### config.mk
export PLATFORM = sky130hd
export DESIGN_NAME = chgreg_top
export DESIGN_NICKNAME = d
export VERILOG_FILES = /design/src/logic/chgreg_pkg.sv /design/src/logic/chgreg_top.sv
export SDC_FILE = /design/constraint.sdc
export NUM_CORES = 1
export LEC_CHECK = 0
export ABC_AREA = 1
export BUFFER_PORTS_ARGS = -buffer_cell sky130_fd_sc_hd__buf_2
export CAP_MARGIN = 20
export CORE_ASPECT_RATIO = 0.8
export CORE_MARGIN = 5
export CORE_UTILIZATION = 51
export CTS_BUF_LIST = sky130_fd_sc_hd__clkbuf_4
export CTS_CLUSTER_DIAMETER = 100
export DETAILED_ROUTE_END_ITERATION = 7
export PLACE_DENSITY = 0.84
export SLEW_MARGIN = 10
export SYNTH_ARGS = -nofsm -noshare
export SYNTH_HDL_FRONTEND = slang
export SYNTH_SLANG_ARGS = --single-unit
### constraint.sdc
create_clock -name clk_sys -period 1 [get_ports clk_sys]
set_input_delay 0 -clock clk_sys [delete_from_list [all_inputs] [get_ports clk_sys]]
set_output_delay 0 -clock clk_sys [all_outputs]
set_load 0.01 [all_outputs]
### src/logic/chgreg_pkg.sv
`default_nettype none
package chgreg_pkg;

  // ****************************************************************
  // Register map
  // ****************************************************************
  localparam int unsigned ADDR_W = 9;
  localparam int unsigned DATA_W = 8;

  localparam logic [ADDR_W-1:0] OFS_STATE   = 9'h0d3;
  localparam logic [ADDR_W-1:0] OFS_CONTROL = 9'h0d4;
  localparam logic [ADDR_W-1:0] OFS_CURRENT = 9'h0d5;
  localparam logic [ADDR_W-1:0] OFS_VOLTAGE = 9'h0d6;
  localparam logic [ADDR_W-1:0] OFS_PROTECT = 9'h0d7;
  localparam logic [ADDR_W-1:0] OFS_PROTECTION_COMMAND_SPARE = 9'h0d9;
  localparam logic [ADDR_W-1:0] OFS_WDCLR   = 9'h0da;
  localparam logic [ADDR_W-1:0] OFS_TIMER   = 9'h0db;
  localparam logic [ADDR_W-1:0] OFS_DISCHARGE_CONTROL = 9'h0dc;
  localparam logic [ADDR_W-1:0] OFS_EXTCTL  = 9'h1d1;

  // ****************************************************************
  // Reset values
  // ****************************************************************
  localparam logic [DATA_W-1:0] RST_STATE   = 8'h00;
  localparam logic [DATA_W-1:0] RST_CONTROL = 8'ha1;
  localparam logic [DATA_W-1:0] RST_CURRENT = 8'h00;
  localparam logic [DATA_W-1:0] RST_VOLTAGE = 8'h07;
  localparam logic [DATA_W-1:0] RST_PROTECT = 8'h3c;
  localparam logic [DATA_W-1:0] RST_TIMER   = 8'h03;
  localparam logic [DATA_W-1:0] RST_DISCHARGE_CONTROL = 8'h04;
  localparam logic [DATA_W-1:0] RST_EXTCTL  = 8'h13;

  // ****************************************************************
  // Implemented bit masks; all other bits ignore writes, read zero
  // ****************************************************************
  localparam logic [DATA_W-1:0] MSK_STATE   = 8'h0f;
  localparam logic [DATA_W-1:0] MSK_CONTROL = 8'hef;
  localparam logic [DATA_W-1:0] MSK_CURRENT = 8'h7f;
  localparam logic [DATA_W-1:0] MSK_VOLTAGE = 8'h0f;
  localparam logic [DATA_W-1:0] MSK_PROTECT = 8'hfc;
  localparam logic [DATA_W-1:0] MSK_TIMER   = 8'h0f;
  localparam logic [DATA_W-1:0] MSK_DISCHARGE_CONTROL = 8'h04;
  localparam logic [DATA_W-1:0] MSK_EXTCTL  = 8'h7f;

  // ****************************************************************
  // Field positions
  // ****************************************************************
  localparam int unsigned CTL_ENABLE_N  = 0;
  localparam int unsigned CTL_TRICKLE   = 1;
  localparam int unsigned CTL_WDT_EN    = 2;
  localparam int unsigned CTL_POLICY    = 3;
  localparam int unsigned CTL_HOST_A    = 5;
  localparam int unsigned CTL_ISOLATE   = 6;
  localparam int unsigned CTL_HOST_B    = 7;
  localparam int unsigned CUR_CC_LSB    = 0;
  localparam int unsigned CUR_EOC_LSB   = 4;
  localparam int unsigned VLT_CV_LSB    = 0;
  localparam int unsigned PRT_WDT_LSB   = 2;
  localparam int unsigned PRT_OV_LSB    = 4;
  localparam int unsigned PRT_ILIM_LSB  = 6;
  localparam int unsigned TMR_SEL_LSB   = 0;
  localparam int unsigned DIS_THERM_EN  = 2;
  localparam int unsigned EXT_BYPASS    = 0;
  localparam int unsigned EXT_COIN_EN   = 1;
  localparam int unsigned EXT_COIN_LSB  = 2;
  localparam int unsigned EXT_SLOW_SEL  = 5;
  localparam int unsigned EXT_BUCK_DIS  = 6;

  // ****************************************************************
  // Charger state codes
  // ****************************************************************
  typedef enum logic [3:0] {
    CHGREG_ST_BATTERY   = 4'h0,
    CHGREG_ST_STANDBY   = 4'h1,
    CHGREG_ST_ADAPT_OVP = 4'h2,
    CHGREG_ST_DETECT    = 4'h3,
    CHGREG_ST_PRECHG1   = 4'h4,
    CHGREG_ST_SUSPEND   = 4'h5,
    CHGREG_ST_STOP1     = 4'h6,
    CHGREG_ST_QUICK     = 4'h7,
    CHGREG_ST_PRECHG2   = 4'h8,
    CHGREG_ST_STOP2     = 4'h9,
    CHGREG_ST_CONST_V   = 4'ha,
    CHGREG_ST_STOP3     = 4'hb,
    CHGREG_ST_STOP4     = 4'hc,
    CHGREG_ST_STOP5     = 4'hd,
    CHGREG_ST_FORCED    = 4'he,
    CHGREG_ST_RESERVED  = 4'hf
  } chgreg_state_t;

  // Decoded settings handed to the analog charger
  typedef struct packed {
    logic       charger_on;                // Charger running
    logic       forced_trickle;            // Trickle forced
    logic       charge_watchdog_enable;    // Watchdog on
    logic       state_change_irq_policy;   // 1: every state change
    logic       main_fet_allow;            // Main FET may conduct
    logic       bypass_fet_allow;          // Bypass FET may conduct
    logic [1:0] host_mode_sel;             // {ctl_b, ctl_a}
    logic [3:0] const_current_setpoint;    // 200 mA + 100 mA/code
    logic [2:0] end_of_charge_current;     // 40 mA + 40 mA/code
    logic [3:0] max_charge_voltage;        // 4.025 V + 25 mV/code
    logic [1:0] watchdog_period_sel;       // 20/40/80/160 s
    logic [1:0] battery_ov_margin;         // 75/100/150/200 mV
    logic [1:0] input_current_limit;       // 100/500/1000/1800 mA
    logic [3:0] safety_time_sel;           // 1 h + 1 h/code
    logic       thermistor_block_enable;   // NTC block on
    logic       backup_cell_charge_enable; // Coin charger on
    logic [2:0] backup_cell_voltage_sel;   // 2.5 V .. 3.3 V
    logic       slow_charge_current_sel;   // 0: 40 mA, 1: 80 mA
    logic       charger_converter_enable;  // Buck running
  } chgreg_cfg_t;

endpackage
`default_nettype wire

### src/logic/chgreg_top.sv
`timescale 1ns/1ps
`default_nettype none

// ****************************************************************
// Three-stage pin synchroniser with agreement filter
// ****************************************************************
module chgreg_sync #(
  parameter int unsigned W = 1
) (
  input  wire logic         clk_sys, // System clock
  input  wire logic         nrst,    // Sync reset, low
  input  wire logic [W-1:0] pin,     // Asynchronous inputs
  output logic      [W-1:0] level    // Filtered levels
);

  logic [W-1:0] s1_q;
  logic [W-1:0] s2_q;
  logic [W-1:0] s3_q;
  logic [W-1:0] level_q;

  // Chain; first stage read only by the second
  always_ff @(posedge clk_sys) begin
    if (!nrst) begin
      s1_q <= '0;
      s2_q <= '0;
      s3_q <= '0;
    end else begin
      s1_q <= pin;
      s2_q <= s1_q;
      s3_q <= s2_q;
    end
  end

  // Accept a bit only once stages two and three agree
  always_ff @(posedge clk_sys) begin
    if (!nrst) begin
      level_q <= '0;
    end else begin
      for (int i = 0; i < W; i++) begin
        if (s2_q[i] == s3_q[i]) begin
          level_q[i] <= s2_q[i];
        end
      end
    end
  end

  assign level = level_q;

endmodule

// ****************************************************************
// Charger register bank
// ****************************************************************
// Operation
// - Read-only 4-bit charger state code in bits 3:0; 0xF reserved.
// - Control bit 0 is active-low charger enable; control resets to 0xA1.
// - Control bit 1 forces trickle charging; zero lets it happen automatically.
// - Control bit 2 enables the charge watchdog timer.
// - Control bit 3 picks completion flag: cycle complete, or every state change.
// - Control bit 6 forces main and bypass FETs off, isolating battery.
// - Current bits 3:0 set charge current 200 to 1700 mA; reset 0x00.
// - Current bits 6:4 set end-of-charge current 40 to 320 mA.
// - Voltage bits 3:0 set max charge voltage 4.025 to 4.400 V; reset 0x07.
// - Protection bits 3:2 pick watchdog period 20 to 160 s; reset 0x3C.
// - Protection bits 5:4 pick battery overvoltage margin 75 to 200 mV.
// - Protection bits 7:6 pick buck input current limit 100 to 1800 mA.
// - Timer bits 3:0 pick safety time 1 to 16 h; reset 0x03.
// - Discharge bit 2 enables thermistor block; resets to 0x04.
// - Extended bit 0 makes bypass FET used and controllable; reset 0x13.
// - Extended bit 1 enables coin cell charger, on by default.
// - Extended bits 4:2 set coin cell voltage 2.5 to 3.3 V.
// - Extended bit 5 picks trickle current 40 or 80 mA.
// - Extended bit 6 disables the charger buck converter when set.
// - Control bits 5 and 7 ignored by charger, decoded for host mode.
// - Policy zero: completion only when battery above CV and current below EOC.
// - Temperature out of window while charging stops charge and flags fault.
module chgreg_top
  import chgreg_pkg::*;
(
  input  wire logic              clk_sys,          // 20 MHz core clock
  input  wire logic              nrst,             // Sync reset, low
  input  wire logic [ADDR_W-1:0] reg_addr,         // Register address
  input  wire logic              reg_wr,           // Write strobe
  input  wire logic [DATA_W-1:0] reg_wdata,        // Write data
  input  wire logic              reg_rd,           // Read strobe
  output logic      [DATA_W-1:0] reg_rdata,        // Read data, held
  output logic                   reg_rvalid,       // Read data ready
  input  wire logic [3:0]        charger_state_in, // Charger FSM state
  input  wire logic              vbat_above_cv,    // Comparator pin
  input  wire logic              ichg_below_eoc,   // Comparator pin
  input  wire logic              temp_out_window,  // NTC window pin
  output chgreg_cfg_t            cfg,              // Decoded settings
  output logic                   charge_stop,      // Thermal stop
  output logic                   comp_event,       // Completion pulse
  output logic                   temp_event        // Thermal fault pulse
);

  // ****************************************************************
  // Storage
  // ****************************************************************
  logic [DATA_W-1:0] control_q;
  logic [DATA_W-1:0] current_q;
  logic [DATA_W-1:0] voltage_q;
  logic [DATA_W-1:0] protect_q;
  logic [DATA_W-1:0] timer_q;
  logic [DATA_W-1:0] discharge_control_q;
  logic [DATA_W-1:0] extctl_q;
  logic [DATA_W-1:0] state_q;
  logic [DATA_W-1:0] rdata_q;
  logic [DATA_W-1:0] rdata_d;
  logic              rvalid_q;
  logic [2:0]        pins_s;
  logic              done_cond_q;
  logic              temp_fault_q;
  logic              stop_q;
  logic              comp_q;
  logic              temp_ev_q;
  logic              charging;
  logic              done_cond;
  logic              temp_fault;
  chgreg_cfg_t       cfg_q;

  // ****************************************************************
  // Analog status inputs
  // ****************************************************************
  // Comparator outputs are asynchronous to the core clock
  chgreg_sync #(
    .W (3)
  ) u_sync (
    .clk_sys (clk_sys),
    .nrst    (nrst),
    .pin     ({temp_out_window, ichg_below_eoc, vbat_above_cv}),
    .level   (pins_s)
  );

  // ****************************************************************
  // Register writes
  // ****************************************************************
  // Masked writes keep unimplemented bits at zero
  always_ff @(posedge clk_sys) begin
    if (!nrst) begin
      control_q <= RST_CONTROL;
    end else if (reg_wr && reg_addr == OFS_CONTROL) begin
      control_q <= reg_wdata & MSK_CONTROL;
    end
  end

  // Current setpoints
  always_ff @(posedge clk_sys) begin
    if (!nrst) begin
      current_q <= RST_CURRENT;
    end else if (reg_wr && reg_addr == OFS_CURRENT) begin
      current_q <= reg_wdata & MSK_CURRENT;
    end
  end

  // Voltage setpoint
  always_ff @(posedge clk_sys) begin
    if (!nrst) begin
      voltage_q <= RST_VOLTAGE;
    end else if (reg_wr && reg_addr == OFS_VOLTAGE) begin
      voltage_q <= reg_wdata & MSK_VOLTAGE;
    end
  end

  // Protection settings
  always_ff @(posedge clk_sys) begin
    if (!nrst) begin
      protect_q <= RST_PROTECT;
    end else if (reg_wr && reg_addr == OFS_PROTECT) begin
      protect_q <= reg_wdata & MSK_PROTECT;
    end
  end

  // Safety timer selection
  always_ff @(posedge clk_sys) begin
    if (!nrst) begin
      timer_q <= RST_TIMER;
    end else if (reg_wr && reg_addr == OFS_TIMER) begin
      timer_q <= reg_wdata & MSK_TIMER;
    end
  end

  // Discharge control, thermistor only
  always_ff @(posedge clk_sys) begin
    if (!nrst) begin
      discharge_control_q <= RST_DISCHARGE_CONTROL;
    end else if (reg_wr && reg_addr == OFS_DISCHARGE_CONTROL) begin
      discharge_control_q <= reg_wdata & MSK_DISCHARGE_CONTROL;
    end
  end

  // Extended charger control
  always_ff @(posedge clk_sys) begin
    if (!nrst) begin
      extctl_q <= RST_EXTCTL;
    end else if (reg_wr && reg_addr == OFS_EXTCTL) begin
      extctl_q <= reg_wdata & MSK_EXTCTL;
    end
  end

  // Snapshot of the charger state; writes never reach it
  always_ff @(posedge clk_sys) begin
    if (!nrst) begin
      state_q <= RST_STATE;
    end else begin
      state_q <= {4'h0, charger_state_in} & MSK_STATE;
    end
  end

  // ****************************************************************
  // Register reads
  // ****************************************************************
  // Spare command registers and unmapped addresses answer zero
  always_comb begin
    rdata_d = 8'h00;
    case (reg_addr)
      OFS_STATE:   rdata_d = state_q;
      OFS_CONTROL: rdata_d = control_q;
      OFS_CURRENT: rdata_d = current_q;
      OFS_VOLTAGE: rdata_d = voltage_q;
      OFS_PROTECT: rdata_d = protect_q;
      OFS_TIMER:   rdata_d = timer_q;
      OFS_DISCHARGE_CONTROL: rdata_d = discharge_control_q;
      OFS_EXTCTL:  rdata_d = extctl_q;
      default:     rdata_d = 8'h00;
    endcase
  end

  // Read data is captured once and held until the next read
  always_ff @(posedge clk_sys) begin
    if (!nrst) begin
      rdata_q  <= 8'h00;
      rvalid_q <= 1'b0;
    end else begin
      rvalid_q <= reg_rd;
      if (reg_rd) begin
        rdata_q <= rdata_d;
      end
    end
  end

  // ****************************************************************
  // Charger events
  // ****************************************************************
  // Charging states keep the NTC check active regardless of enable
  always_comb begin
    case (chgreg_state_t'(state_q[3:0]))
      CHGREG_ST_PRECHG1: charging = 1'b1;
      CHGREG_ST_QUICK:   charging = 1'b1;
      CHGREG_ST_PRECHG2: charging = 1'b1;
      CHGREG_ST_CONST_V: charging = 1'b1;
      default:           charging = 1'b0;
    endcase
  end

  assign done_cond  = pins_s[0] & pins_s[1];
  assign temp_fault = pins_s[2] & charging;

  // Edge history for the event detectors
  always_ff @(posedge clk_sys) begin
    if (!nrst) begin
      done_cond_q  <= 1'b0;
      temp_fault_q <= 1'b0;
    end else begin
      done_cond_q  <= done_cond;
      temp_fault_q <= temp_fault;
    end
  end

  // Completion pulse follows the selected policy
  always_ff @(posedge clk_sys) begin
    if (!nrst) begin
      comp_q <= 1'b0;
    end else if (control_q[CTL_POLICY]) begin
      comp_q <= (state_q[3:0] != charger_state_in);
    end else begin
      comp_q <= done_cond & ~done_cond_q;
    end
  end

  // Thermal stop holds while the window pin stays high, even after charging ends; pulse on entry
  always_ff @(posedge clk_sys) begin
    if (!nrst) begin
      stop_q    <= 1'b0;
      temp_ev_q <= 1'b0;
    end else begin
      stop_q    <= temp_fault | (stop_q & pins_s[2]);
      temp_ev_q <= temp_fault & ~temp_fault_q;
    end
  end

  // ****************************************************************
  // Decoded settings
  // ****************************************************************
  // Registered so the analog side never sees decode glitches
  always_ff @(posedge clk_sys) begin
    if (!nrst) begin
      cfg_q <= '0;
    end else begin
      cfg_q.charger_on <= ~control_q[CTL_ENABLE_N] & ~stop_q;
      cfg_q.forced_trickle <= control_q[CTL_TRICKLE];
      cfg_q.charge_watchdog_enable <= control_q[CTL_WDT_EN];
      cfg_q.state_change_irq_policy <= control_q[CTL_POLICY];
      cfg_q.main_fet_allow <= ~control_q[CTL_ISOLATE];
      cfg_q.bypass_fet_allow <= ~control_q[CTL_ISOLATE]
                                & extctl_q[EXT_BYPASS];
      cfg_q.host_mode_sel <= {control_q[CTL_HOST_B],
                              control_q[CTL_HOST_A]};
      cfg_q.const_current_setpoint <= current_q[CUR_CC_LSB +: 4];
      cfg_q.end_of_charge_current <= current_q[CUR_EOC_LSB +: 3];
      cfg_q.max_charge_voltage <= voltage_q[VLT_CV_LSB +: 4];
      cfg_q.watchdog_period_sel <= protect_q[PRT_WDT_LSB +: 2];
      cfg_q.battery_ov_margin <= protect_q[PRT_OV_LSB +: 2];
      cfg_q.input_current_limit <= protect_q[PRT_ILIM_LSB +: 2];
      cfg_q.safety_time_sel <= timer_q[TMR_SEL_LSB +: 4];
      cfg_q.thermistor_block_enable <= discharge_control_q[DIS_THERM_EN];
      cfg_q.backup_cell_charge_enable <= extctl_q[EXT_COIN_EN];
      cfg_q.backup_cell_voltage_sel <= extctl_q[EXT_COIN_LSB +: 3];
      cfg_q.slow_charge_current_sel <= extctl_q[EXT_SLOW_SEL];
      cfg_q.charger_converter_enable <= ~extctl_q[EXT_BUCK_DIS];
    end
  end

  assign reg_rdata   = rdata_q;
  assign reg_rvalid  = rvalid_q;
  assign cfg         = cfg_q;
  assign charge_stop = stop_q;
  assign comp_event  = comp_q;
  assign temp_event  = temp_ev_q;

endmodule
`default_nettype wire

# Word-level counts from Yosys, hierarchy flattened
# Index checks and enable logic that the tools add are counted.
# op_classes
multipliers	0
shifts	0
n_lt_le_gt_ge	0
eq_ne	16
bitwise_logic	14
muxes	3
n_reduce_logical	8
div_mod_pow	0
n_addsub	0
# ops
op	count
one-hot mux 8 bit (8 select lines)	1
equality test 9 x 8 -> 1 bit, second input constant	7
equality test 9 bit, second input constant	1
equality test 4 x 3 -> 1 bit, second input constant	2
equality test 4 bit, second input constant	2
bitwise AND 1 bit	7
logical AND 1 bit	7
NOT 1 bit	6
!= test 4 bit	1
OR reduction 4 bit	1
equality test 1 bit	3
2-to-1 mux 1 bit	2
OR 1 bit	1
# totals
mem_bits_ro	0
reg_bits	106
memories	0
ramBits	0
word_cells	82
in_bits	28
latchBits	0
output_inout_bits	48

# Depth between registers and ports, before layout
# logic_depth
ltp_word	5
depth_mapped	11
ltp_nobuf	11

# Modules after synthesis
# Synthesis repeated with hierarchy kept, for this count alone.
# hier_totals
hier_cells	491
hier_area_um2	3895.0
# by_module_without_submodules
mod	seq_area_each_um2	cells_per_inst	area_each_um2	instances
chgreg_top	1801.7	451	3528.4	1
chgreg_sync	240.2	40	366.6	1

# Least setup slack after synthesis
# OpenSTA, ideal clock, no wires.
# synth_timing
kind	input -> register
startpoint	input port reg_addr[5]
endpoint	register protect_q[7]
cell_stages	8
setup_slack_ps	8
required_time_ps	881
setup_time_ps	119
path_buffers	0
t_arrival_ps	873
cell_sequence	inv_1 > nand2_1 > nor2_8 > nand2_1 > nor2_4 > nand2_2 > o21ai_0 > a21oi_1
# synth_via
elab_chain_len	2
# synth_rtl
item	line_no	rtl
start, declared	chgreg_top.sv:82	input wire logic [ADDR_W-1:0] reg_addr,
equality test 9 x 8 -> 1 bit	chgreg_top.sv:170	end else if (reg_wr && reg_addr == OFS_PROTECT) begin
logical AND 1 bit	chgreg_top.sv:170	
end signal, assigned	chgreg_top.sv:171	protect_q <= reg_wdata & MSK_PROTECT;
end, declared	chgreg_top.sv:104	logic [DATA_W-1:0] protect_q;
# No other way between the ends.
# A chain may end at the register's enable or synchronous reset.

# Worst setup path in the final report
# layout_timing
startpoint	register state_q[0]
endpoint	register stop_q (netlist: charge_stop)
# layout_via
elab_chain_len	5
elab_cells_between_ends	8
cone_classes	eq/ne (4); mux (1); bitwise (2); reduce/logical (1)
# layout_rtl
item	line_no	rtl
start, declared	chgreg_top.sv:108	logic [DATA_W-1:0] state_q;
start signal, assigned	chgreg_top.sv:207	state_q <= {4'h0, charger_state_in} & MSK_STATE;
equality test 4 bit or equality test 4 x 3 -> 1 bit (tied branches)	chgreg_top.sv:248	case (chgreg_state_t'(state_q[3:0]))
OR reduction 4 bit (no line) *	--	
2-to-1 mux 1 bit *	chgreg_top.sv:248	
bitwise AND 1 bit *	chgreg_top.sv:258	assign temp_fault = pins_s[2] & charging;
OR 1 bit *	chgreg_top.sv:288	stop_q <= temp_fault | (stop_q & pins_s[2]);
end signal, assigned	chgreg_top.sv:288	
end, declared	chgreg_top.sv:115	logic stop_q;
# Every way passes the cells marked *; elsewhere a longest branch is shown, timed or not.

==> qor.yml <==
run_status:
  run_status: "finished, violations left"
  violations: "negative setup slack"
synthesis:
  synthArstFlopShare: 0
  synth_ff_type: "dfxtp_1"
  synth-seq-area-share: 0.525
  avgSynthCellArea_sq_um: 8.02
  synth-seq-cells: 102
  synth_compound_area_frac: 0.0987
  yosys_warnings: 0
  synthXorXnorAreaFrac: 0.00450
  synth_top_family_by_area: "simple AND/OR/NAND/NOR gates"
  synth_mux_area_frac: 0
  syn-num-nets: 513
  synth_edf_count: 0
  synthesis.area_sq_mm: 0.00389
  post_synth_and_or_nand_nor_area_fraction: 0.271
  synthAdderAreaFrac: 0
  synth_cell_type_count: 33
  syn_inst: 485
  yosys.area.top_type: "dfxtp_1"
  synth.top_cell.area_share: 0.525
  synth.area.top_cells: "dfxtp_1 (52%), nand2_1 (11%), inv_1 (6.8%)"
min_path:
  hold_start: "reg_addr[8]"
  hp-class: "input port to flip-flop"
  whs_endpoint: "reg_rdata[7]"
  hold_path_depth: 6
final_layout:
  diodes: 0
  syn2layout_area_growth_pct: 31.7
  final_cell_mix: "nand2_1 (117), dfxtp_1 (93), buf_2 (75)"
  final_common_cell: "nand2_1"
  layout-drive-gt1-share: 0.292
  nNetsFinal: 647
placement:
  dp_slack_ns: -0.224
  gp_congestion: 0.963
  dp_hpwl_um: 7360
  port_buffers: 75
timing:
  fin_setup_tns_ns: -0.539
  hold_viol_final: 0
  rsz0062_at_grt: "yes"
  worst_pin_slew_ns: 0.354
  period_minus_slack_ns: 1.16
  layout_setup_ws_ns: -0.162
  setup_viol: 6
  fmax_mhz: 860
  slew_headroom: 0.764
  fin_crit_sh: 1.16
  drv_slew: 0
  skew_ns: 0.0164
clock_network:
  clock_latency_ns: 0.44
  cts.sinks: 102
  cts_buffers: 9
  cts_tree: "built"
  cts-root-buf: "clkbuf_4"
  cts_htree_levels: 3
  cts_buffer_depth: 2
  clk_pin_slew_ns: 0.16
detailed_routing:
  post_drt_wl_per_cell_um: 14.5
  drt_wl_total_um: 10600
  avgViaCountPerCell: 5.02
  vias: 3663
  drc: 0
  drt_iter0_drc: 221
  dr.pass1.iters: 6
  ant_nets: 0
die:
  io-pin-count: 76
  start_util: 0.524
  coreArea_sq_mm: 0.00743
  die_y_um: 88.1
  die_x_um: 108
  design.die.area_sq_mm: 0.00949
  rows: 28
global_routing:
  grt_overflow_total: 0
  antenna_found_initial: 0
  grt_pass1_vias: 3609
  grt_use_total: 0.229
  grt_pass1_wl_um: 16900
  grt_max_degree: 49
power:
  power_density_mw_per_mm2: 1400
  power.leakage_uw: 0.00272
  ir_drop_uv: 792
  power.total_uw: 7190
setup_path:
  cp-end-kind: "flip-flop"
  cp.required_ns: 1.38
  crit_type: "flip-flop to flip-flop"
  critPathArrivalTime_ns: 1.54
  worstSetupStartpointType: "flip-flop"
  reg2reg_setup_slack_ns: -0.16
  reg2reg_to: "charge_stop"
  critPathLaunch: "state_q[0]"
  r2r-start: "state_q[0]"
  reg2reg_depth: 4
  path_max_fanout: 3
job:
  max_cap_violations: 0
[sequential cells by signal (all words and copies together) (netlist names), 6 cells and up]
signal     flops
cfg           36
control_q      7
current_q      7
reg_rdata      8
extctl_q       7
protect_q      6
[cells in the mapped netlist, types with 4 or more instances]
| cell | instances |
|---|---|
| nor2_1 | 34 |
| a21oi_1 | 24 |
| nand4_1 | 26 |
| clkbuf_1 | 9 |
| dfxtp_1 | 102 |
| nor3_1 | 4 |
| nor2_4 | 7 |
| nand3_1 | 18 |
| inv_2 | 4 |
| inv_1 | 71 |
| o211ai_1 | 10 |
| o21ai_0 | 21 |
| nand2_1 | 119 |
[layer usage]
layer,track usage,part of all wire
met1,0.283,0.43
met2,0.385,0.46
met3,0.0575,0.086
met4,0.0917,0.025
met5,0,0
[final cells by class]
type                    instances  area, sq um
fillers                       596         2300
repair buffers                139          968
inverters                      78          303
well taps                     105          131
multi-input cells             289         1500
clock buffers                   9         67.6
clock inverters                 7         97.6
flip-flops and latches        102         2060
[cells by family (layout without fill, tap and decap cells)]
kind of cell              Yosys count  in the layout
DFF                               102            102
buffers and inverters              94            233
xor gates and xnor gates            2              2
and+or+nand+nor                   221            221
AOI/OAI and AO/OA                  66             66
[report_power, final]
group          switching, uW  internal [uW]
logic                    366            284
registers               27.4           4130
clock network           1350           1030
[metrics by stage]
step	std cells	hold slack, ns	utilization	cell area, sq um
final	729	0.00129	0.690	5120
after global routing	729	0.0383	0.690	5120
after CTS	728	0.00874	0.683	5080
after detailed placement	688	0.185	0.624	4640
after global placement	688	0.180	0.624	4640
after floorplan	485	0.0935	-	3890
[worst max path at each step]
stage,endpoint,slack (ns)
6_report,charge_stop,-0.16
5_1_grt,charge_stop,-0.19
4_1_cts,charge_stop,-0.09
3_5_place_dp,protect_q[6],-0.22
3_3_place_gp,voltage_q[3],-0.19
2_1_floorplan,protect_q[7],0.008
[repair_timing]
| action | in CTS | in global routing |
|---|---|---|
| hold buffers | 24 | 0 |
| buffers inserted | 0 | 2 |
| hold endpoints to repair | 50 | 0 |
| pin swaps | 6 | 16 |
| endpoints found under the setup margin | 6 | 16 |
| gates resized for setup | 13 | 18 |
[critical path, stage by stage (launching register included)]
cell and delay (ns):
dfxtp_2 0.37, buf_4 0.14, o311ai_4 0.30, nand2_2 0.12
a21oi_2 0.16
Note: power is estimated with default switching activity, not from simulation.
